[src/shared/pds_pkg.sv]
package pds_pkg;

  ////////////////////////////////////////////////////////////////////////////
  // timing
  localparam int CLK_MHZ = 20;
  // time for one polarity detection pass, in microseconds
  localparam int DET_TIME_US = 100;
  localparam int DET_CYCLES = DET_TIME_US * CLK_MHZ;
  localparam int DET_CNT_W = 12;
  localparam logic [DET_CNT_W-1:0] DET_LAST = DET_CNT_W'(DET_CYCLES - 1);

  ////////////////////////////////////////////////////////////////////////////
  // register map, byte addresses
  localparam int ADDR_W = 4;
  localparam logic [ADDR_W-1:0] REG_CTRL = 4'h0;
  localparam logic [ADDR_W-1:0] REG_STATUS = 4'h4;

  // control register fields
  localparam int CTRL_W = 4;
  localparam int CTRL_ALLOC_BIT = 0;
  localparam int CTRL_DIR_BIT = 1;
  localparam int CTRL_PDET_ON_BIT = 2;
  localparam int CTRL_PHASE_BIT = 3;
  localparam logic [CTRL_W-1:0] CTRL_RESET = 4'h0;

  // status register fields
  localparam int STAT_READY_BIT = 0;
  localparam int STAT_POWER_BIT = 1;
  localparam int STAT_DONE_BIT = 2;
  localparam int STAT_DETECT_BIT = 3;
  localparam int STAT_SONOK_BIT = 4;

  ////////////////////////////////////////////////////////////////////////////
  // carriers
  localparam int PIN_W = 9;

  typedef struct packed {
    logic servoOn;
    logic polarityDetectIn;
    logic mainPower;
    logic hwBaseblock;
    logic servoAlarm;
    logic fwdLimitIn;
    logic revLimitIn;
    logic refForward;
    logic refStep;
  } pds_pins_s;

  typedef struct packed {
    logic read;
    logic write;
    logic [ADDR_W-1:0] address;
    logic [31:0] writedata;
  } pds_avs_req_s;

  typedef enum logic [2:0] {
    ST_IDLE = 3'b001,
    ST_DETECT = 3'b010,
    ST_RUN = 3'b100
  } pds_state_e;

endpackage : pds_pkg

[src/logic/pds_enc_out.sv]
`timescale 1ns/1ns
// quadrature encoder output: counting up gives phase B leading
module pds_enc_out
  import pds_pkg::*;
(
  input wire logic clk,
  input wire logic rst_n,
  input wire logic stepPulse,
  input wire logic countUp,
  output logic encOutA,
  output logic encOutB
);

  logic [1:0] phase_r;

  // quarter-cycle position, moved one step per motion pulse
  always_ff @(posedge clk) begin
    if (!rst_n) begin
      phase_r <= 2'h0;
    end else if (stepPulse) begin
      phase_r <= countUp ? phase_r + 2'h1 : phase_r - 2'h1;
    end
  end

  // gray decode kept in flops so the pins never glitch
  always_ff @(posedge clk) begin
    if (!rst_n) begin
      encOutA <= 1'b0;
      encOutB <= 1'b0;
    end else begin
      encOutA <= phase_r[1];
      encOutB <= phase_r[1] ^ phase_r[0];
    end
  end

endmodule : pds_enc_out

[src/logic/pds_sequencer.sv]
`timescale 1ns/1ns
// Behaviour
// - motor may run normally only after polarity detection has completed
// - servo-on accepted only with main power, no baseblock, no alarm
// - allocation option 0: servo-on starts polarity detection
// - option 0: ready after detection, motor power stays on with servo-on
// - dropping servo-on removes motor power until servo-on returns
// - option 1: motor power on while polarity-detect input is active
// - detection runs once, on first polarity-detect activation
// - option 1: at detection end, power goes off, then ready rises
// - after completion, polarity-detect toggling is ignored
// - control power cycle clears the detection-completed state
// - polarity-detect set always active starts detection with main power
// - direction setting reverses movement, encoder polarity unchanged
// - default: forward reference moves forward, B leads; reverse A leads
// - reversed: forward reference moves backward, encoder still B leads
module pds_sequencer
  import pds_pkg::*;
(
  input wire logic clk,
  input wire logic rst_n,
  input wire pds_pins_s pins,
  input wire pds_avs_req_s avsReq,
  output logic [31:0] readdata,
  output logic waitrequest,
  output logic motorPower,
  output logic servoReady,
  output logic motorStep,
  output logic motorForward,
  output logic encOutA,
  output logic encOutB
);

  ////////////////////////////////////////////////////////////////////////////
  // pin synchronisers

  logic [PIN_W-1:0] syncA_r;
  logic [PIN_W-1:0] syncB_r;
  pds_pins_s pinS;
  logic stepPrev_r;

  // every pin is asynchronous to clk, so each bit passes two flops
  for (genvar gi = 0; gi < PIN_W; gi++) begin : g_sync
    always_ff @(posedge clk) begin
      if (!rst_n) begin
        syncA_r[gi] <= 1'b0;
        syncB_r[gi] <= 1'b0;
      end else begin
        syncA_r[gi] <= pins[gi];
        syncB_r[gi] <= syncA_r[gi];
      end
    end
  end

  assign pinS = pds_pins_s'(syncB_r);

  ////////////////////////////////////////////////////////////////////////////
  // register file state

  logic [CTRL_W-1:0] ctrl_r;
  logic waitReq_r;
  logic [31:0] readdata_r;
  logic reqAny;
  logic accept;
  logic [31:0] rdMux;

  // settings used by the sequencer
  logic allocSel;
  logic dirSel;
  logic pdetOn;

  assign allocSel = ctrl_r[CTRL_ALLOC_BIT];
  assign dirSel = ctrl_r[CTRL_DIR_BIT];
  assign pdetOn = ctrl_r[CTRL_PDET_ON_BIT];

  ////////////////////////////////////////////////////////////////////////////
  // sequencer state

  pds_state_e state_r;
  logic detDone_r;
  logic [DET_CNT_W-1:0] detCnt_r;
  logic motorPower_r;
  logic servoReady_r;
  logic motorStep_r;
  logic motorForward_r;
  logic encUp_r;

  logic condOk;
  logic servoOnOk;
  logic pdetReq;
  logic detTrigger;
  logic startDetect;
  logic abortDetect;
  logic detLast;
  logic stepEdge;
  logic moveAllowed;

  // servo-on counts only while the drive is able to take it
  assign condOk = pinS.mainPower & ~pinS.hwBaseblock & ~pinS.servoAlarm;
  assign servoOnOk = pinS.servoOn & condOk;

  // a polarity-detect input set always active acts as a held level
  assign pdetReq = pinS.polarityDetectIn | pdetOn;

  // option 0 runs detection from servo-on, option 1 from its own input
  assign detTrigger = allocSel ? pdetReq : pinS.servoOn;

  // done flag blocks any further start until the next power-up
  assign startDetect = ~detDone_r & condOk & detTrigger;
  assign abortDetect = ~condOk | ~detTrigger;
  assign detLast = (detCnt_r == DET_LAST);

  ////////////////////////////////////////////////////////////////////////////
  // sequence state machine

  // an aborted pass leaves done clear, so a later trigger retries it
  always_ff @(posedge clk) begin
    if (!rst_n) begin
      state_r <= ST_IDLE;
    end else begin
      unique case (state_r)
        ST_IDLE: begin
          if (startDetect) begin
            state_r <= ST_DETECT;
          end else if (detDone_r && servoOnOk) begin
            state_r <= ST_RUN;
          end
        end
        ST_DETECT: begin
          if (abortDetect) begin
            state_r <= ST_IDLE;
          end else if (detLast) begin
            // option 1 drops power first; option 0 keeps it with servo-on
            state_r <= allocSel ? ST_IDLE : ST_RUN;
          end
        end
        ST_RUN: begin
          if (!servoOnOk) begin
            state_r <= ST_IDLE;
          end
        end
        default: begin
          state_r <= ST_IDLE;
        end
      endcase
    end
  end

  // detection timer, restarted on every entry
  always_ff @(posedge clk) begin
    if (!rst_n) begin
      detCnt_r <= '0;
    end else if (state_r == ST_DETECT) begin
      detCnt_r <= detCnt_r + DET_CNT_W'(1);
    end else begin
      detCnt_r <= '0;
    end
  end

  // completion is remembered until control power goes away
  always_ff @(posedge clk) begin
    if (!rst_n) begin
      detDone_r <= 1'b0;
    end else if (state_r == ST_DETECT && detLast && !abortDetect) begin
      detDone_r <= 1'b1;
    end
  end

  // motor power follows the state one cycle late
  always_ff @(posedge clk) begin
    if (!rst_n) begin
      motorPower_r <= 1'b0;
    end else begin
      motorPower_r <= (state_r == ST_DETECT) || (state_r == ST_RUN);
    end
  end

  // ready waits until power from an option 1 pass has really gone off
  always_ff @(posedge clk) begin
    if (!rst_n) begin
      servoReady_r <= 1'b0;
    end else begin
      servoReady_r <= detDone_r && condOk &&
        (state_r == ST_RUN || !motorPower_r);
    end
  end

  ////////////////////////////////////////////////////////////////////////////
  // motion path

  assign stepEdge = pinS.refStep & ~stepPrev_r;
  // limits belong to the reference direction, not the physical one
  assign moveAllowed = pinS.refForward ? pinS.fwdLimitIn : pinS.revLimitIn;

  always_ff @(posedge clk) begin
    if (!rst_n) begin
      stepPrev_r <= 1'b0;
    end else begin
      stepPrev_r <= pinS.refStep;
    end
  end

  // steps pass only in normal operation with power on
  always_ff @(posedge clk) begin
    if (!rst_n) begin
      motorStep_r <= 1'b0;
      motorForward_r <= 1'b1;
      encUp_r <= 1'b1;
    end else begin
      motorStep_r <= stepEdge && moveAllowed && motorPower_r &&
        state_r == ST_RUN;
      motorForward_r <= pinS.refForward ^ dirSel;
      encUp_r <= pinS.refForward;
    end
  end

  // encoder output tracks the reference, so reversing never flips it
  pds_enc_out u_enc (
    .clk(clk),
    .rst_n(rst_n),
    .stepPulse(motorStep_r),
    .countUp(encUp_r),
    .encOutA(encOutA),
    .encOutB(encOutB)
  );

  ////////////////////////////////////////////////////////////////////////////
  // avalon slave: one wait cycle, then the answer

  assign reqAny = avsReq.read | avsReq.write;
  assign accept = reqAny & ~waitReq_r;

  always_comb begin
    rdMux = 32'h0;
    unique case (avsReq.address)
      REG_CTRL: begin
        rdMux[CTRL_W-1:0] = ctrl_r;
      end
      REG_STATUS: begin
        rdMux[STAT_READY_BIT] = servoReady_r;
        rdMux[STAT_POWER_BIT] = motorPower_r;
        rdMux[STAT_DONE_BIT] = detDone_r;
        rdMux[STAT_DETECT_BIT] = state_r == ST_DETECT;
        rdMux[STAT_SONOK_BIT] = servoOnOk;
      end
      default: begin
        rdMux = 32'h0;
      end
    endcase
  end

  // waitrequest idles high and drops for exactly one cycle per access
  always_ff @(posedge clk) begin
    if (!rst_n) begin
      waitReq_r <= 1'b1;
      readdata_r <= 32'h0;
    end else begin
      waitReq_r <= !(reqAny && waitReq_r);
      if (reqAny && waitReq_r && avsReq.read) begin
        readdata_r <= rdMux;
      end
    end
  end

  // settings may change any time; a mid-pass change takes effect at once
  always_ff @(posedge clk) begin
    if (!rst_n) begin
      ctrl_r <= CTRL_RESET;
    end else if (accept && avsReq.write && avsReq.address == REG_CTRL) begin
      ctrl_r <= avsReq.writedata[CTRL_W-1:0];
    end
  end

  assign readdata = readdata_r;
  assign waitrequest = waitReq_r;
  assign motorPower = motorPower_r;
  assign servoReady = servoReady_r;
  assign motorStep = motorStep_r;
  assign motorForward = motorForward_r;
endmodule : pds_sequencer

[config.mk]
export PLATFORM = sky130hd
export DESIGN_NAME = pds_sequencer
export DESIGN_NICKNAME = d
export VERILOG_FILES = /design/src/shared/pds_pkg.sv /design/src/logic/pds_enc_out.sv /design/src/logic/pds_sequencer.sv
export SDC_FILE = /design/constraint.sdc
export NUM_CORES = 1
export LEC_CHECK = 0
export ABC_CLOCK_PERIOD_IN_PS = 2400
export BUFFER_PORTS_ARGS = -buffer_cell sky130_fd_sc_hd__buf_2
export CORE_MARGIN = 4
export CORE_UTILIZATION = 35
export DETAILED_ROUTE_END_ITERATION = 16
export GPL_TIMING_DRIVEN = 0
export SLEW_MARGIN = 15
export SYNTH_ARGS = -nofsm -noshare
export SYNTH_HDL_FRONTEND = slang
export SYNTH_SLANG_ARGS = --single-unit
[constraint.sdc]
create_clock -name clk -period 2.4 [get_ports clk]
set_input_delay 0.12 -clock clk [delete_from_list [all_inputs] [get_ports clk]]
set_output_delay 0.12 -clock clk [all_outputs]
set_load 0.05 [all_outputs]
==> flow_summary.json, run 1 <==
{
  "outcome": "completed",
  "routed_via_density": 4.36,
  "rsz0062_at_grt": "no",
  "io_buffers": 32,
  "crit_arrival_ns": 1.66,
  "cts_resized": 0,
  "htreeDepth": 2,
  "path_class": "reg -> reg",
  "drtIter0Drc": 106,
  "areaGrowthSynthToFinish_pct": 19.6,
  "root_buffer": "clkbuf_8",
  "finalHoldViolCount": 0,
  "gr-usage-met3": 0.0198,
  "synth_area_per_cell_sq_um": 10.1,
  "dp_slack_ns": 0.945,
  "setup_viol": 0,
  "synth.distinct_cells": 42,
  "die_area_sq_mm": 0.00774,
  "drive_above_1_share": 0.260,
  "ys_ff_latch": 54,
  "clk_pin_slew_worst_paths_ns": 0.09,
  "cts_tree": "built",
  "cts-buffers-inserted": 5,
  "timing.max_cap.violations": 0,
  "p_switching_mw": 0.420,
  "p_leak_nw": 1.20,
  "critPathMaxFanout": 4,
  "combPwrFrac": 0.123,
  "yosys_warnings": 0,
  "grt_max_degree": 17,
  "die_w_um": 88.0,
  "cts_buffer_depth": 2,
  "slew_violations": 0,
  "p_total_mw": 1.60,
  "clock.fmax_mhz": 681,
  "seqPwrFrac": 0.575,
  "min_period_ns": 1.47,
  "coreArea_sq_mm": 0.00606,
  "place_congestion": 0.721,
  "cp-end-kind": "register",
  "grt_pass1_vias": 1482,
  "start_util": 0.369,
  "place_hpwl_um": 2980,
  "hp-class": "in -> reg",
  "required_ns": 2.60,
  "drt_pass1_iterations": 4,
  "gr-usage-all-layers": 0.110,
  "grt_pass1_wl_um": 6690,
  "finalSetupTns_ns": 0,
  "post-route-period-util": 0.612,
  "use_met2": 0.185,
  "drc": 0,
  "finClkSkew_ns": 0.00753,
  "grt_busiest_layer": "met2",
  "antenna_left": 0,
  "wl_um": 3870,
  "clkPwrFrac": 0.302,
  "p_int_mw": 1.18,
  "fin_cells": 363,
  "synthesis.area_sq_mm": 0.00224,
  "antenna_found_initial": 0,
  "peakVddDrop_v": 0.000317,
  "maxSlewHeadroom": 0.660,
  "num_vias": 1581,
  "ioPinCount": 88,
  "tightest_slew_ns": 0.506,
  "finalNetCount": 337,
  "post_cts_buffers": 0,
  "powerDensity_mw_per_mm2": 599,
  "switching_share": 0.262,
  "cp-start-kind": "register",
  "diodes": 0,
  "postCtsHoldBufs": 0,
  "placed_cells": 355,
  "post_drt_wl_per_cell_um": 10.7,
  "fillers": 603,
  "setup_slack_ns": 0.931,
  "met1_usage": 0.139,
  "yosysSeqAreaShare": 0.483,
  "synth_cells": 222,
  "die_h_um": 88.0,
  "globalRouteOverflowTotal": 0,
  "clkSinkCount": 54,
  "clk_latency_ns": 0.30,
  "row_count": 28
}
==> routing by layer <==
layer,routed length (um),share of wire
met4,36,0.0093
met3,216,0.056
met2,1830,0.47
met5,0,0
met1,1790,0.46
==> worst max-delay path, cell delays in order (launching register included) <==
cell and delay [ns]:
dfxtp_1 0.34, ha_1 0.24, and3_1 0.24, and4_1 0.20, o21a_1 0.19, a21bo_1 0.17
==> synthesized netlist by cell type (all sizes together) <==
cell | number | share of area
a211oi | 1 | 0.0056
a21bo | 1 | 0.0045
a21oi | 4 | 0.0089
a222oi | 4 | 0.018
a32oi | 1 | 0.0039
and2 | 23 | 0.064
and3 | 4 | 0.011
and4 | 3 | 0.013
buf | 29 | 0.095
clkbuf | 5 | 0.0084
conb | 1 | 0.0017
dfxtp | 54 | 0.48
ha | 1 | 0.0056
mux2i | 5 | 0.022
nand2 | 9 | 0.015
nand2b | 2 | 0.0056
nand3 | 6 | 0.013
nand3b | 3 | 0.010
nand4 | 4 | 0.011
nand4b | 1 | 0.0067
nor2 | 13 | 0.022
nor2b | 11 | 0.031
nor3 | 3 | 0.0067
nor3b | 4 | 0.023
nor4 | 2 | 0.0084
nor4b | 1 | 0.0039
o211a | 1 | 0.0045
o211ai | 1 | 0.0034
o21a | 3 | 0.010
o21ai | 3 | 0.0067
o21bai | 1 | 0.0034
or3 | 2 | 0.0056
or3b | 2 | 0.0089
or4b | 1 | 0.0045
xnor2 | 6 | 0.023
xor2 | 7 | 0.027
==> final cells by class <==
class	count	area [sq um]	area share
repair buffers	32	160	0.0598
multi-input cells	160	1020	0.382
clock buffers	6	72.6	0.0271
clock inverters	2	13.8	0.00514
flip-flops and latches	54	1080	0.404
plain buffers	34	231	0.0865
well taps	75	93.8	0.0351
==> power groups by stage <==
stage	Combinational, mW	Sequential (mW)	Clock (mW)
after global placement	0.195	0.943	0
after detailed placement	0.196	0.944	0
after global routing	0.210	0.925	0.545
after CTS	0.196	0.923	0.510
final	0.197	0.922	0.485
after floorplan	0.158	0.950	0
==> flip-flops by register name (all words and copies together) (netlist names), 2 cells and up <==
| signal | flops |
|---|---|
| state_r | 3 |
| ctrl_r | 4 |
| u_enc.phase_r | 2 |
| detCnt_r | 12 |
| syncA_r | 9 |
| pinS | 9 |
| readdata | 5 |
==> placed cells by master (no fill, tap or decap), types with 7 or more instances in the layout <==
| cell type | Yosys | layout |
|---|---|---|
| nor2_1 | 13 | 13 |
| xor2_1 | 7 | 7 |
| and2_1 | 23 | 23 |
| nand2_1 | 9 | 9 |
| dfxtp_1 | 54 | 54 |
| conb_1 | 1 | 27 |
| nor2b_1 | 11 | 11 |
| buf_2 | 2 | 34 |
| buf_4 | 27 | 27 |
==> worst paths after layout <==
path	from	endpoint	depth (start not counted)	slack (ns)
worst min register to register	syncA_r[3]	pinS[3]	1	0.43
worst min-delay path	pins[7]	syncA_r[7]	2	0.02
worst max-delay path	detCnt_r[0]	state_r[0]	5	0.93
worst max register to register	detCnt_r[0]	state_r[0]	5	0.93
==> stage by stage <==
step                hold WS, ns  instance area (sq um)  utilization
finish                   0.0181                   2680        0.442
CTS                     0.00748                   2680        0.442
floorplan                 0.193                   2340            -
global route            0.00483                   2680        0.442
global placement          0.325                   2590        0.427
detailed placement        0.328                   2590        0.427
==> kinds of logic after synthesis <==
logic type	count (synthesis)	share of synthesized area
buffers and inverters	34	0.103
xor gates and xnor gates	13	0.0509
muxes	5	0.0224
DFF	54	0.483
other	1	0.00168
adders and majority gates	1	0.00559
AOI/OAI and AO/OA	20	0.0688
and+or+nand+nor	94	0.264
Power figures use the tool's default switching activity.
==> run 2, diff against run 1 <==
--- a/config.mk
+++ b/config.mk
@@ -5,7 +5,7 @@
 export SDC_FILE = /design/constraint.sdc
 export NUM_CORES = 1
 export LEC_CHECK = 0
-export ABC_CLOCK_PERIOD_IN_PS = 2400
+export ABC_CLOCK_PERIOD_IN_PS = 1200
 export BUFFER_PORTS_ARGS = -buffer_cell sky130_fd_sc_hd__buf_2
 export CORE_MARGIN = 4
 export CORE_UTILIZATION = 35
==> constraint.sdc (replaced) <==
create_clock -name clk -period 1.2 [get_ports clk]
set_input_delay 0.06 -clock clk [delete_from_list [all_inputs] [get_ports clk]]
set_output_delay 0.06 -clock clk [all_outputs]
set_load 0.05 [all_outputs]
==> run 2 against run 1 <==
The flow now finishes with violations (negative hold slack, negative setup slack). Critical path depth is 1 lower. Critical path type unchanged. Global-route usage is 0.41 points higher. Final cell count is 6.9% higher. Non-clock buffer count is 25 higher. Maximum frequency is 10% higher. Highest routed layer unchanged. Register-to-register slack worse by 1.1 ns. Largest power group unchanged. Worst setup slack worse by 1.1 ns. Critical endpoint is now state_r[2]. Clock skew is 0.0030 ns higher.
==> flow_summary.json, run 2 (synthesis results as in run 1) <==
{
  "min_from": "avsReq[37]",
  "placed_cells": 355,
  "fin_cells": 388,
  "globalRouteOverflowTotal": 0,
  "mostFrequentLayoutCells": "39 x dfxtp_1, 38 x buf_4, 32 x buf_2",
  "cts-buffers-inserted": 5,
  "required_ns": 1.42,
  "holdPathEnd": "waitrequest",
  "routed-wl-met3_um": 196,
  "finalNetCount": 362,
  "cp-start-kind": "register",
  "num_vias": 1685,
  "diodes": 0,
  "die_area_sq_mm": 0.00774,
  "areaGrowthSynthToFinish_pct": 40.3,
  "antenna_left": 0,
  "cp-end-kind": "register",
  "clkSinkCount": 54,
  "worstReg2RegStart": "ctrl_r[0]",
  "regMostFlops": "detCnt_r",
  "hp-class": "in -> reg",
  "cts_buffer_depth": 2,
  "finalHoldViolCount": 1,
  "routed_via_density": 4.34,
  "whs_path_depth": 2,
  "largest_reg_flops": 12,
  "crit_arrival_ns": 1.55,
  "grt_pass1_vias": 1525,
  "io_buffers": 32,
  "place_hpwl_um": 2980,
  "critical-path-slowest-cell": "or3b_4",
  "timing.max_cap.violations": 0,
  "coreArea_sq_mm": 0.00606,
  "clock.fmax_mhz": 752,
  "cpLargestDelayFamily": "simple AND/OR/NAND/NOR gates",
  "cpPeakStageDelay_ns": 0.40,
  "p_leak_nw": 1.39,
  "rsz0062_at_grt": "yes",
  "drc": 0,
  "wl_um": 4440,
  "critPathMaxFanout": 6,
  "row_count": 28,
  "whs_ns": -0.0159,
  "root_buffer": "clkbuf_8",
  "htreeDepth": 2,
  "highest_layer": "met4",
  "setup_viol": 7,
  "post-route-period-util": 1.11,
  "outcome": "finished, violations left",
  "die_h_um": 88.0,
  "rrSetupSlack_ns": -0.13,
  "r2r-end": "state_r[2]",
  "setup_slack_ns": -0.130,
  "start_util": 0.369,
  "path_cells": "or3b_4, nand3b_1, o21bai_1, a211oi_2",
  "final_core_util": 0.518,
  "path_class": "reg -> reg",
  "mostFrequentLayoutCell": "dfxtp_1",
  "slew_violations": 0,
  "wl_met2_um": 2070,
  "reg2regPathDepth": 4,
  "path_buf_inv": 0,
  "drive_above_1_share": 0.422,
  "powerDensity_mw_per_mm2": 1080,
  "post_drt_wl_per_cell_um": 11.4,
  "gr-usage-all-layers": 0.114,
  "grt_max_degree": 18,
  "dp_slack_ns": -0.203,
  "drt_pass1_iterations": 4,
  "die_w_um": 88.0,
  "cts_tree": "built",
  "peakVddDrop_v": 0.000794,
  "ioPinCount": 88,
  "met1_length_um": 2110,
  "clk_pin_slew_worst_paths_ns": 0.10,
  "grt_pass1_wl_um": 6970,
  "finClkSkew_ns": 0.0105,
  "drtIter0Drc": 94,
  "failed_checks": "negative hold slack, negative setup slack",
  "place_congestion": 0.745,
  "antenna_found_initial": 0,
  "clk_latency_ns": 0.30,
  "min_period_ns": 1.33
}
-- run 2: final cells by class --
class	instances	area, sq um
repair buffers	57	389
fillers	553	2920
plain buffers	34	248
clock buffers	6	93.8
well taps	75	93.8
flip-flops and latches	54	1110
multi-input cells	160	1190
clock inverters	2	13.8
-- run 2: per-layer routing --
metal  GRT usage  vias to the layer above
met2       0.186                       37
met4      0.0474                        0
met5           0                        -
met3      0.0151                        6
met1       0.152                      758
li1            -                      884
-- run 2: what timing repair did --
item	in CTS	in global routing
gates cloned	0	1
endpoints found under the setup margin	19	17
endpoints found under the hold margin	12	0
buffers inserted	9	3
resized for setup	22	38
pin swaps	11	20
hold buffers	13	0
-- run 2: where the power goes --
group | leakage, nW | switching (mW) | internal, mW | total [mW]
logic | 0.882 | 0.278 | 0.156 | 0.434
clock network | 0.0567 | 0.587 | 0.542 | 1.13
registers | 0.447 | 0.0166 | 1.82 | 1.84
-- run 2: how the worst max path moves through the flow --
stage | depth (start not counted) | from | to
6_report | 4 | ctrl_r[0] | state_r[2]
5_1_grt | 5 | detCnt_r[5] | state_r[2]
4_1_cts | 4 | state_r[1] | state_r[2]
3_5_place_dp | 4 | state_r[1] | state_r[0]
3_3_place_gp | 4 | ctrl_r[0] | state_r[2]
2_1_floorplan | 5 | detCnt_r[0] | state_r[0]
-- run 2: metrics by stage --
stage	setup TNS, ns	instance area [sq um]	total power, mW
global route	-1.03	3140	3.54
global placement	-1.77	2620	2.27
CTS	-0.318	2980	3.44
floorplan	-0.113	2360	2.22
detailed placement	-2.04	2620	2.28
finish	-0.451	3140	3.40
